## src/rtl/pdc_params.svh

```systemverilog
// constants for the clock-synthesis divider configuration block
`ifndef PDC_PARAMS_SVH
`define PDC_PARAMS_SVH

// register addresses on the serial port
`define PDC_ADDR_REFO        15'h003c
`define PDC_ADDR_FBDIV_VP    15'h003d
`define PDC_ADDR_FBDIV_N     15'h003e
`define PDC_ADDR_OSC_BIAS    15'h003f
`define PDC_ADDR_PRE_EMPH    15'h0048

// reset values
`define PDC_RST_REFO         8'h01
`define PDC_RST_FBDIV_VP     8'h00
`define PDC_RST_FBDIV_N      8'h20
`define PDC_RST_OSC_BIAS     8'h4f
`define PDC_RST_PRE_EMPH     8'h00

// field positions
`define PDC_REFO_EN_BIT      0
`define PDC_P_MSB            3
`define PDC_P_LSB            2
`define PDC_V_MSB            1
`define PDC_V_LSB            0
`define PDC_N_MSB            5
`define PDC_N_LSB            0
`define PDC_BIAS_MSB         6
`define PDC_BIAS_LSB         0
`define PDC_PE_MSB           3
`define PDC_PE_LSB           0

// first divider ratios per code, zero means stopped
`define PDC_V_RATIO_C0       3'd5
`define PDC_V_RATIO_C1       3'd4
`define PDC_V_RATIO_C2       3'd3
// second divider ratios per code
`define PDC_P_RATIO_C0       3'd1
`define PDC_P_RATIO_C1       3'd2
`define PDC_P_RATIO_C2       3'd4
`define PDC_RATIO_STOP       3'd0

// serial frame: read flag, 15 address bits, 8 data bits
`define PDC_SPI_HDR_LAST     5'd15
`define PDC_SPI_DATA_FIRST   5'd16
`define PDC_SPI_FRAME_LAST   5'd23

`endif

```

## src/rtl/pdc_pkg.sv

```systemverilog
// types for the clock-synthesis divider configuration block
`default_nettype none
package pdc_pkg;
`include "pdc_params.svh"

    typedef enum logic [1:0] {
        PDC_IDLE = 2'b00,
        PDC_HDR  = 2'b01,
        PDC_DATA = 2'b11,
        PDC_DONE = 2'b10
    } pdc_spi_state_t;

    typedef struct packed {
        pdc_spi_state_t state;
        logic           sclk_q;
        logic [4:0]     cnt;
        logic [22:0]    sh;
        logic           rd;
        logic [14:0]    addr;
        logic [7:0]     wdata;
        logic           wr;
        logic [7:0]     osh;
        logic           sdo;
        logic           sdo_oe_n;
    } pdc_spi_st_t;

    typedef struct packed {
        logic [7:0] refo;
        logic [7:0] fbdiv_vp;
        logic [7:0] fbdiv_n;
        logic [7:0] osc_bias;
        logic [7:0] pre_emph;
        logic [2:0] v_cnt;
        logic [1:0] p_cnt;
        logic [5:0] n_cnt;
        logic       samp_tick;
        logic       fb_tick;
        logic       ref_p;
        logic       ref_n;
    } pdc_core_st_t;

endpackage
`default_nettype wire

```

## src/rtl/pdc_reg_if.sv

```systemverilog
// register access carrier between serial port and register file
`timescale 1ns/1ns
`default_nettype none
interface pdc_reg_if;
    logic        wr_stb;
    logic [14:0] addr;
    logic [7:0]  wdata;
    logic [7:0]  rdata;

    modport port (output wr_stb, output addr, output wdata, input rdata);
    modport regs (input wr_stb, input addr, input wdata, output rdata);
endinterface
`default_nettype wire

```

## src/rtl/pdc_spi_port.sv

```systemverilog
// serial register port: 24-bit frames, sclk sampled on the system clock
`timescale 1ns/1ns
`default_nettype none
`include "pdc_params.svh"
module pdc_spi_port
    import pdc_pkg::*;
(
    input  wire logic  clock,
    input  wire logic  rstn,
    input  wire logic  spi_csn,
    input  wire logic  spi_sclk,
    input  wire logic  spi_sdi,
    output var  logic  spi_sdo,
    output var  logic  spi_sdo_oe_n,
    pdc_reg_if.port    rbus
);
    pdc_spi_st_t st_r;
    pdc_spi_st_t st_nxt;
    logic        rise;
    logic        fall;
    logic [15:0] hdr;

    assign rise = spi_sclk & ~st_r.sclk_q;
    assign fall = ~spi_sclk & st_r.sclk_q;
    assign hdr  = {st_r.sh[14:0], spi_sdi};

    always_comb begin
        st_nxt        = st_r;
        st_nxt.sclk_q = spi_sclk;
        st_nxt.wr     = 1'b0;
        if (spi_csn) begin
            // a frame cut short by chip select is dropped without a write
            st_nxt.state    = PDC_IDLE;
            st_nxt.cnt      = 5'd0;
            st_nxt.sdo_oe_n = 1'b1;
        end else begin
            case (st_r.state)
                PDC_IDLE: begin
                    st_nxt.state = PDC_HDR;
                    st_nxt.cnt   = 5'd0;
                    if (rise) begin
                        st_nxt.sh  = {st_r.sh[21:0], spi_sdi};
                        st_nxt.cnt = 5'd1;
                    end
                end
                PDC_HDR: begin
                    if (rise) begin
                        st_nxt.sh  = {st_r.sh[21:0], spi_sdi};
                        st_nxt.cnt = st_r.cnt + 5'd1;
                        if (st_r.cnt == `PDC_SPI_HDR_LAST) begin
                            st_nxt.state = PDC_DATA;
                            st_nxt.rd    = hdr[15];
                            st_nxt.addr  = hdr[14:0];
                        end
                    end
                end
                PDC_DATA: begin
                    if (fall && st_r.rd) begin
                        st_nxt.sdo_oe_n = 1'b0;
                        if (st_r.cnt == `PDC_SPI_DATA_FIRST) begin
                            st_nxt.sdo = rbus.rdata[7];
                            st_nxt.osh = {rbus.rdata[6:0], 1'b0};
                        end else begin
                            st_nxt.sdo = st_r.osh[7];
                            st_nxt.osh = {st_r.osh[6:0], 1'b0};
                        end
                    end
                    if (rise) begin
                        st_nxt.sh  = {st_r.sh[21:0], spi_sdi};
                        st_nxt.cnt = st_r.cnt + 5'd1;
                        if (st_r.cnt == `PDC_SPI_FRAME_LAST) begin
                            st_nxt.state = PDC_DONE;
                            st_nxt.wdata = {st_r.sh[6:0], spi_sdi};
                            st_nxt.wr    = ~st_r.rd;
                        end
                    end
                end
                default: begin
                    // extra clocks after a full frame are ignored
                    st_nxt.state = PDC_DONE;
                end
            endcase
        end
    end

    always_ff @(posedge clock or negedge rstn) begin
        if (!rstn) begin
            st_r <= '{state: PDC_IDLE, sdo_oe_n: 1'b1, default: '0};
        end else begin
            st_r <= st_nxt;
        end
    end

    assign rbus.wr_stb   = st_r.wr;
    assign rbus.addr     = st_r.addr;
    assign rbus.wdata    = st_r.wdata;
    assign spi_sdo       = st_r.sdo;
    assign spi_sdo_oe_n  = st_r.sdo_oe_n;
endmodule
`default_nettype wire

```

## src/rtl/pdc_clk_synth_cfg.sv

```systemverilog
// clock-synthesis divider configuration registers with divider model
//
// Notes on behaviour
// - enable bit drives reference output while loop enabled
// - enable bit resets to one, output runs immediately
// - second divider: codes 0,1,2 give 1,2,4
// - first divider: codes 0,1,2 give 5,4,3
// - third divider makes feedback clock from sampling clock
// - one pre-emphasis code shared by all lanes
`timescale 1ns/1ns
`default_nettype none
`include "pdc_params.svh"
module pdc_clk_synth_cfg
    import pdc_pkg::*;
#(
    parameter int LANES = 8
) (
    input  wire logic              clock,
    input  wire logic              rstn,
    input  wire logic              spi_csn,
    input  wire logic              spi_sclk,
    input  wire logic              spi_sdi,
    output var  logic              spi_sdo,
    output var  logic              spi_sdo_oe_n,
    input  wire logic              synth_loop_enable,
    input  wire logic              synth_loop_reset,
    output var  logic              ref_clock_output_pair_p,
    output var  logic              ref_clock_output_pair_n,
    output var  logic              samp_clock_tick,
    output var  logic              feedback_clock_tick,
    output var  logic [6:0]        oscillator_bias_level,
    output var  logic [LANES*4-1:0] lane_pre_emphasis_code
);
    localparam int PE_W = `PDC_PE_MSB - `PDC_PE_LSB + 1;

    // the lane bus carries four bits per lane, so the code field must match it
    generate
        if (LANES < 1 || LANES > 8) begin : g_lane_check
            $error("pdc_clk_synth_cfg: LANES must be 1 to 8");
        end
        if (PE_W != 4) begin : g_pe_check
            $error("pdc_clk_synth_cfg: pre-emphasis field must be 4 bits");
        end
    endgenerate

    pdc_core_st_t st_r;
    pdc_core_st_t st_nxt;
    pdc_reg_if    rbus ();

    logic [2:0] v_ratio;
    logic [2:0] p_ratio;
    logic [5:0] n_ratio;
    logic       loop_hold;
    logic       v_tick;
    logic       p_tick;
    logic       ref_on;
    logic [4:0] reg_sel;

    pdc_spi_port u_spi (
        .clock        (clock),
        .rstn         (rstn),
        .spi_csn      (spi_csn),
        .spi_sclk     (spi_sclk),
        .spi_sdi      (spi_sdi),
        .spi_sdo      (spi_sdo),
        .spi_sdo_oe_n (spi_sdo_oe_n),
        .rbus         (rbus.port)
    );

    function automatic logic [2:0] pdc_v_ratio(input logic [1:0] code);
        case (code)
            2'h0:    pdc_v_ratio = `PDC_V_RATIO_C0;
            2'h1:    pdc_v_ratio = `PDC_V_RATIO_C1;
            2'h2:    pdc_v_ratio = `PDC_V_RATIO_C2;
            default: pdc_v_ratio = `PDC_RATIO_STOP;
        endcase
    endfunction

    function automatic logic [2:0] pdc_p_ratio(input logic [1:0] code);
        case (code)
            2'h0:    pdc_p_ratio = `PDC_P_RATIO_C0;
            2'h1:    pdc_p_ratio = `PDC_P_RATIO_C1;
            2'h2:    pdc_p_ratio = `PDC_P_RATIO_C2;
            default: pdc_p_ratio = `PDC_RATIO_STOP;
        endcase
    endfunction

    // one-hot register select, shared so reads and writes can never decode apart
    function automatic logic [4:0] pdc_reg_sel(input logic [14:0] addr);
        if (addr == `PDC_ADDR_REFO) begin
            pdc_reg_sel = 5'h01;
        end else if (addr == `PDC_ADDR_FBDIV_VP) begin
            pdc_reg_sel = 5'h02;
        end else if (addr == `PDC_ADDR_FBDIV_N) begin
            pdc_reg_sel = 5'h04;
        end else if (addr == `PDC_ADDR_OSC_BIAS) begin
            pdc_reg_sel = 5'h08;
        end else if (addr == `PDC_ADDR_PRE_EMPH) begin
            pdc_reg_sel = 5'h10;
        end else begin
            pdc_reg_sel = 5'h00;
        end
    endfunction

    // a counter wraps on its last count; a stopped ratio of zero never wraps
    function automatic logic pdc_wrap(input logic [5:0] cnt, input logic [5:0] ratio);
        pdc_wrap = (ratio != 6'h00) && (cnt == ratio - 6'h01);
    endfunction

    assign reg_sel = pdc_reg_sel(rbus.addr);

    // reads return the whole stored byte, reserved bits included
    always_comb begin
        if (reg_sel[0]) begin
            rbus.rdata = st_r.refo;
        end else if (reg_sel[1]) begin
            rbus.rdata = st_r.fbdiv_vp;
        end else if (reg_sel[2]) begin
            rbus.rdata = st_r.fbdiv_n;
        end else if (reg_sel[3]) begin
            rbus.rdata = st_r.osc_bias;
        end else if (reg_sel[4]) begin
            rbus.rdata = st_r.pre_emph;
        end else begin
            rbus.rdata = 8'h00;
        end
    end

    assign v_ratio   = pdc_v_ratio(st_r.fbdiv_vp[`PDC_V_MSB:`PDC_V_LSB]);
    assign p_ratio   = pdc_p_ratio(st_r.fbdiv_vp[`PDC_P_MSB:`PDC_P_LSB]);
    assign n_ratio   = st_r.fbdiv_n[`PDC_N_MSB:`PDC_N_LSB];
    // the model stays parked while reset is held, so mid-change ratios never run
    assign loop_hold = synth_loop_reset | ~synth_loop_enable;
    assign v_tick    = pdc_wrap({3'h0, st_r.v_cnt}, {3'h0, v_ratio});
    assign p_tick    = v_tick && pdc_wrap({4'h0, st_r.p_cnt}, {3'h0, p_ratio});
    assign ref_on    = st_r.refo[`PDC_REFO_EN_BIT] & synth_loop_enable;

    always_comb begin
        st_nxt = st_r;
        // reserved bits are stored as written; keeping them clean is up to software
        if (rbus.wr_stb) begin
            if (reg_sel[0]) begin
                st_nxt.refo = rbus.wdata;
            end else if (reg_sel[1]) begin
                st_nxt.fbdiv_vp = rbus.wdata;
            end else if (reg_sel[2]) begin
                st_nxt.fbdiv_n = rbus.wdata;
            end else if (reg_sel[3]) begin
                st_nxt.osc_bias = rbus.wdata;
            end else if (reg_sel[4]) begin
                st_nxt.pre_emph = rbus.wdata;
            end
        end

        // divider chain: first counts clocks, second counts its wraps, third counts sampling ticks
        st_nxt.samp_tick = 1'b0;
        st_nxt.fb_tick   = 1'b0;
        if (loop_hold) begin
            st_nxt.v_cnt = 3'd0;
            st_nxt.p_cnt = 2'd0;
            st_nxt.n_cnt = 6'd0;
        end else if (v_tick) begin
            st_nxt.v_cnt = 3'd0;
            if (p_tick) begin
                st_nxt.p_cnt     = 2'd0;
                st_nxt.samp_tick = 1'b1;
                // ratio zero is unsupported and yields no feedback clock
                if (pdc_wrap(st_r.n_cnt, n_ratio)) begin
                    st_nxt.n_cnt   = 6'd0;
                    st_nxt.fb_tick = 1'b1;
                end else if (n_ratio != 6'd0) begin
                    st_nxt.n_cnt = st_r.n_cnt + 6'd1;
                end
            end else begin
                st_nxt.p_cnt = st_r.p_cnt + 2'd1;
            end
        end else if (v_ratio != `PDC_RATIO_STOP) begin
            st_nxt.v_cnt = st_r.v_cnt + 3'd1;
        end

        // differential pair toggles at half the clock; both legs low when off
        if (ref_on) begin
            st_nxt.ref_p = ~st_r.ref_p;
            st_nxt.ref_n = st_r.ref_p;
        end else begin
            st_nxt.ref_p = 1'b0;
            st_nxt.ref_n = 1'b0;
        end
    end

    always_ff @(posedge clock or negedge rstn) begin
        if (!rstn) begin
            // enable bit set at reset lets the loop enable alone start the reference output
            st_r <= '{refo:     `PDC_RST_REFO,
                      fbdiv_vp: `PDC_RST_FBDIV_VP,
                      fbdiv_n:  `PDC_RST_FBDIV_N,
                      osc_bias: `PDC_RST_OSC_BIAS,
                      pre_emph: `PDC_RST_PRE_EMPH,
                      default:  '0};
        end else begin
            st_r <= st_nxt;
        end
    end

    // every output is a register field, so no decode glitch reaches a pin
    assign ref_clock_output_pair_p = st_r.ref_p;
    assign ref_clock_output_pair_n = st_r.ref_n;
    assign samp_clock_tick         = st_r.samp_tick;
    assign feedback_clock_tick     = st_r.fb_tick;
    assign oscillator_bias_level   = st_r.osc_bias[`PDC_BIAS_MSB:`PDC_BIAS_LSB];

    // one stored code fanned out, so no lane can ever disagree with another
    genvar gi;
    generate
        for (gi = 0; gi < LANES; gi++) begin : g_lane
            assign lane_pre_emphasis_code[gi*PE_W +: PE_W] = st_r.pre_emph[`PDC_PE_MSB:`PDC_PE_LSB];
        end
    endgenerate
endmodule
`default_nettype wire

```

## config.mk

```make
export PLATFORM = sky130hd
export DESIGN_NAME = pdc_clk_synth_cfg
export DESIGN_NICKNAME = d
export VERILOG_FILES = /design/src/rtl/pdc_pkg.sv /design/src/rtl/pdc_reg_if.sv /design/src/rtl/pdc_spi_port.sv /design/src/rtl/pdc_clk_synth_cfg.sv
export VERILOG_INCLUDE_DIRS = /design/src /design/src/rtl
export SDC_FILE = /design/constraint.sdc
export NUM_CORES = 1
export LEC_CHECK = 0
export BUFFER_PORTS_ARGS = -buffer_cell sky130_fd_sc_hd__buf_2
export CORE_ASPECT_RATIO = 1.4
export CORE_MARGIN = 3
export CORE_UTILIZATION = 30
export CTS_BUF_LIST = sky130_fd_sc_hd__clkbuf_2
export CTS_CLUSTER_DIAMETER = 30
export CTS_CLUSTER_SIZE = 12
export DETAILED_ROUTE_END_ITERATION = 8
export PLACE_DENSITY = 0.54
export SLEW_MARGIN = 20
export SYNTH_ARGS = -nofsm -noshare
export SYNTH_HDL_FRONTEND = slang
export SYNTH_SLANG_ARGS = --single-unit
```

## constraint.sdc

```tcl
create_clock -name clock -period 2.2 [get_ports clock]
set_input_delay 0.44 -clock clock [delete_from_list [all_inputs] [get_ports clock]]
set_output_delay 0.44 -clock clock [all_outputs]
set_load 0.01 [all_outputs]
```

-- Word-level counts from Yosys, hierarchy flattened
Cells that the tools add are included.
- logic and storage cells: 142
- flip-flop bits (word level): 120
- input bits: 7
- add/sub/neg operators: 7
- mux-type cells: 42
- reductions and logical operators: 32
- equality and inequality tests: 24
- bitwise logic cells: 14
- operators by type and width (kind ; count):
    28-bit one-hot mux with 3 select lines ; 1
    15-bit by 6-bit equality test with 1-bit output (second input constant) ; 4
    8-bit two-way mux ; 6
    44-bit two-way mux ; 1
    10-bit two-way mux ; 3
    5-bit two-way mux ; 6
    28-bit two-way mux ; 1
    24-bit two-way mux ; 1
    11-bit two-way mux ; 2
    3-bit one-hot mux with 3 select lines ; 2
    16-bit two-way mux ; 1
    2-bit two-way mux ; 8
    4-bit AND reduction ; 4
    15-bit by 7-bit equality test with 1-bit output (second input constant) ; 1
    3-bit nonzero test ; 5
    6-bit two-way mux ; 2
    3-bit by 2-bit != test with 1-bit output (second input constant) ; 4
    3-bit AND reduction ; 4
    5-bit equality test (second input constant) ; 2
    1-bit inverter ; 10
    5-bit AND reduction ; 2
    9-bit two-way mux ; 1
    2-bit nonzero test ; 4
    3-bit by 1-bit subtractor with 4-bit output (second input constant) ; 2
    23 further kinds ; 42

-- Depth between registers and ports, before layout
- depth after elaboration: 15
- mapped depth: 7

-- Hierarchy
Synthesis repeated with hierarchy kept, for this count alone.
- cell total of the unflattened synthesis: 538
- area total of the unflattened synthesis: 5820.6 um^2
- modules (own cells, without submodules) (module ; cells each ; instances ; area each (um^2) ; seq. area each (um^2)):
    pdc_clk_synth_cfg ; 306 ; 1 ; 3258.1 ; 1385.1
    pdc_spi_port ; 232 ; 1 ; 2562.5 ; 1427.6

-- Worst setup path after synthesis
No wires, ideal clock.
- kind: reg2reg
- start point: register st_r[39] (netlist bit)
- end point: register st_r[11] (netlist bit)
- cell stages (with the launch flop): 8
- arrival: 2130 ps
- library setup time: 77 ps
- slack: -7 ps
- period minus slack after synthesis: 2207 ps
- buffers on the path: 0
- cell sequence: dfrtp_1 > inv_1 > ha_1 > xnor2_1 > or4_4 > or2_4 > or4_1 > a21oi_1
- longest elaborated chain between the ends: 9
- elaborated cells between the ends (all ways): 13
- classes of those cells: add/sub (1); eq/ne (3); mux (4); reduce/logical (5)
- ends and longest elaborated chain (element ; RTL line ; text):
    from (decl) ; pdc_clk_synth_cfg.sv:46 ; pdc_core_st_t st_r;
    from (signal assigned) ; pdc_clk_synth_cfg.sv:194 ; st_r <= '{refo: `PDC_RST_REFO,
    from (signal assigned) ; pdc_clk_synth_cfg.sv:201 ; st_r <= st_nxt;
    2-bit equality test (tied with other cells) ; pdc_clk_synth_cfg.sv:71 ; case (code)
    3-bit one-hot mux with 3 select lines * ; pdc_clk_synth_cfg.sv:71 ;
    3-bit by 1-bit subtractor with 4-bit output ; pdc_clk_synth_cfg.sv:107 ; pdc_wrap = (ratio != 6'h00) && (cnt == ratio - 6'h01);
    3-bit by 6-bit equality test with 1-bit output ; pdc_clk_synth_cfg.sv:107 ;
    1-bit logical AND * ; pdc_clk_synth_cfg.sv:107 ;
    1-bit logical AND ; pdc_clk_synth_cfg.sv:135 ; assign p_tick = v_tick && pdc_wrap({4'h0, st_r.p_cnt}, {3'h0, p_ratio});
    2-bit two-way mux ; pdc_clk_synth_cfg.sv:164 ; if (p_tick) begin
    10-bit two-way mux ; pdc_clk_synth_cfg.sv:162 ; end else if (v_tick) begin
    11-bit two-way mux ; pdc_clk_synth_cfg.sv:158 ; if (loop_hold) begin
Every way passes the cells marked *; elsewhere a longest branch is shown, timed or not. The select of a mux whose other input is x is not followed.
A chain may end at the register's enable or synchronous reset.

-- Worst setup path after layout
- start point: register st_r[40] (netlist bit)
- end point: register st_r[11] (netlist bit)
Same word-level chain as after synthesis.

==> flow_summary_export.csv <==
group,metric,value,unit
outcome,status,"finished, violations left",
outcome,failed_checks,"negative setup slack",
clock_network,cts_buffers,9,
layout,final_cell_mix,"dfrtp_1, mux2_2, nand2_1",
layout,seq_area,0.00281,mm^2
floorplan,ios,52,
layout,syn_to_final_growth,13.8,%
placed_design,hpwlAfterDp,9990,um
layout,diodes,0,
setup_path,arrival,2.83,ns
pwr,switchingPower,0.830,mW
pwr,p_leak,3.06,nW
floorplan,die_width,122,um
drt,drtAntennaViolNets,0,
layout,final_core_util,34.9,%
global_route,grt_antenna_before_repair,0,
clock_network,root_buffer,"clkbuf_2",
sta,fin_hold_ws,0.0819,ns
clock_network,cts_num_sinks,112,
synthesis,synth_nets,547,
global_route,grt_max_degree,52,
placed_design,place_inst,803,
setup_path,rrSetupSlack,-0.06,ns
pwr,p_comb_share,3.8,%
worst_hold_path,hold_path.class,"input port to flip-flop",
pwr,seq_power_share,64.6,%
pwr,p_clk_share,31.5,%
global_route,grt_pass1_vias,4257,
sta,slew_violations,0,
sta,setup_ws,-0.0587,ns
pwr,peakVddDrop,0.195,mV
setup_path,crit_path_end_kind,"flip-flop",
synthesis,synth_edf_count,0,
global_route,grt_overflow,0,
synthesis,syn-instance-count,529,
placed_design,place_area,0.00619,mm^2
drt,dr.first_iter.drc_count,218,
synthesis,avgSynthCellArea,10.8,um^2
sta,tns,-0.106,ns
synthesis,syn-cell-area,0.00570,mm^2
sta,rsz0062_at_grt,"true",
sta,max-slew-margin-rel,53.4,%
floorplan,die_h,169,um
layout,fillers,1894,
drt,drc_errors,0,
global_route,grt_usage,13.3,%
clock_network,clockBufferDepth,2,
synthesis,async_reset_ff_share,100,%
sta,fin_crit,2.26,ns
synthesis,synth_seq_cells,112,
sta,fin_skew,0.0267,ns
sta,final-setup-viol-count,2,
setup_path,timing.critical_path.cells,"inv_2, ha_4, xnor2_2, or4_4, or2_4, or4_1, a21oi_1",
setup_path,cp_max_fo,4,
placed_design,numPortBuffers,51,
synthesis,yosysWarningCount,0,
pwr,switching_share,25.6,%
drt,drt-vias-per-instance,4.97,
drt,via_count,4114,
setup_path,start_kind,"flip-flop",
floorplan,fp.coreArea,0.0186,mm^2
synthesis,ys_seq_area_share,49.4,%
layout,layout-drive-gt1-share,34.1,%
floorplan,std_cell_rows,59,
placed_design,place_ws,-0.0971,ns
synthesis,synth_top_area_share,45.7,%
global_route,grt_pass1_wl,21900,um
drt,drt_pass1_iterations,5,
layout,final_common_cell,"dfrtp_1",
setup_path,required,2.77,ns
placed_design,gp_congestion,0.824,
setup_path,crit_path_max_incr_delay,0.49,ns
layout,final_area,0.00648,mm^2
setup_path,worst-setup-path-type,"flip-flop to flip-flop",
pwr,p_int,2.41,mW
setup_path,crit_slowest_cell,"dfrtp_1",
synthesis,yosysTopAreaCell,"dfrtp_1",
sta,finalHoldViolCount,0,
clock_network,h-tree-depth,3,
layout,stdcell_count,828,
layout,multiInputGateArea,0.00257,mm^2
drt,detail_route.wl_per_cell,16.2,um
synthesis,synth_flop_cell,"dfrtp_1",
pwr,total_power,3.24,mW
layout,finalNetCount,597,
pwr,power_density,500,mW/mm^2
synthesis,yosys-top-cells-area,"dfrtp_1, mux2_2, buf_4, nand2_1, dfstp_2",
clock_network,cts.reportedPaths.clkPinSlew,0.31,ns
synthesis,synth_cell_types,66,
floorplan,initial_utilization,30.6,%
sta,fin_crit_sh,103,%
floorplan,die_area,0.0207,mm^2
drt,wl,13400,um
sta,max_freq,0.443,GHz
sta,worst_pin_slew,0.698,ns
clock_network,tritoncts,"yes",
flow_run,cap_viol_max_count,0,
clock_network,clk_latency,0.61,ns
==> state kept, by name, indices dropped and copies added (netlist names), 4 cells and up <==
name                    flops
u_spi.rbus.wdata            8
oscillator_bias_level       7
u_spi.rbus.addr            15
st_r                       34
lane_pre_emphasis_code      4
n_ratio                     6
u_spi.st_r                 16
u_spi.hdr                  15
==> power by group through the flow <==
stage	clock (mW)	combinational (mW)	sequential [mW]
6_report	1.02	0.124	2.09
5_1_grt	1.15	0.142	2.10
4_1_cts	1.06	0.128	2.09
3_5_place_dp	0	0.123	2.12
3_3_place_gp	0	0.119	2.12
2_1_floorplan	0	0.0490	2.12
==> worst max-delay path, delay by kind of cell (launching register included) <==
kind	cells	cell delay [ns]
AO/OA/AOI/OAI	1	0.15
buffers and inverters	1	0.09
AND/OR/NAND/NOR	3	1.19
XOR/XNOR	1	0.12
flip-flops	1	0.49
adder cells (fa/ha/maj)	1	0.20
==> worst paths after layout <==
path | start | end | cells after the start
max | st_r[40] | st_r[11] | 7
min | spi_sdi | u_spi.hdr[1] | 3
max reg2reg | st_r[40] | st_r[11] | 7
min reg2reg | ref_clock_output_pair_p | ref_clock_output_pair_p | 1
max in group asynchronous | rstn | u_spi.spi_sdo_oe_n | 3
min in group asynchronous | rstn | st_r[39] | 2
==> repair_timing <==
item / CTS / global route
hold endpoints to repair: 41 / 0
hold buffers: 3 / 0
endpoints found under the setup margin: 6 / 18
setup buffers: 2 / 4
pin swaps: 0 / 5
gates resized for setup: 6 / 11
==> cells in the mapped netlist, drive strengths merged (4+ instances only) <==
| cell | count |
|---|---|
| a21oi | 14 |
| a221oi | 4 |
| a22oi | 4 |
| and3 | 5 |
| buf | 41 |
| clkbuf | 14 |
| dfrtp | 104 |
| dfstp | 8 |
| ha | 11 |
| inv | 13 |
| mux2 | 62 |
| mux2i | 7 |
| nand2 | 61 |
| nand2b | 4 |
| nand3 | 23 |
| nor2 | 37 |
| nor2b | 7 |
| nor3 | 13 |
| o21ai | 21 |
| or3 | 4 |
| xnor2 | 8 |
| xor2 | 7 |
==> per-layer routing <==
metal  vias up  global-route usage (%)  wire length [um]  share of wire [%]
met2        69                    25.0              7470                 56
met3        21                    2.41               411                3.1
met4         0                    4.63               274                2.0
met5         -                       0                 0                  0
met1      2082                    14.7              5240                 39
li1       1942                       -                 -                  -
==> cell families after synthesis <==
kind of cell | after synthesis | share of synthesized area [%]
AOI/OAI and AO/OA | 73 | 8.81
xor gates and xnor gates | 15 | 2.31
adders and majority gates | 11 | 2.42
buffers and inverters | 68 | 7.07
DFF | 112 | 49.4
muxes | 69 | 13.5
and+or+nand+nor | 181 | 16.5
==> cell type report <==
| type | count | area share (%) |
|---|---|---|
| multi-input combinational | 349 | 39.6 |
| clock inverter | 7 | 1.31 |
| tap | 244 | 4.71 |
| timing repair buffer | 94 | 9.51 |
| inverter | 13 | 0.753 |
| clock buffer | 9 | 0.695 |
| sequential | 112 | 43.4 |
Note: power is estimated with default switching activity, not from simulation.
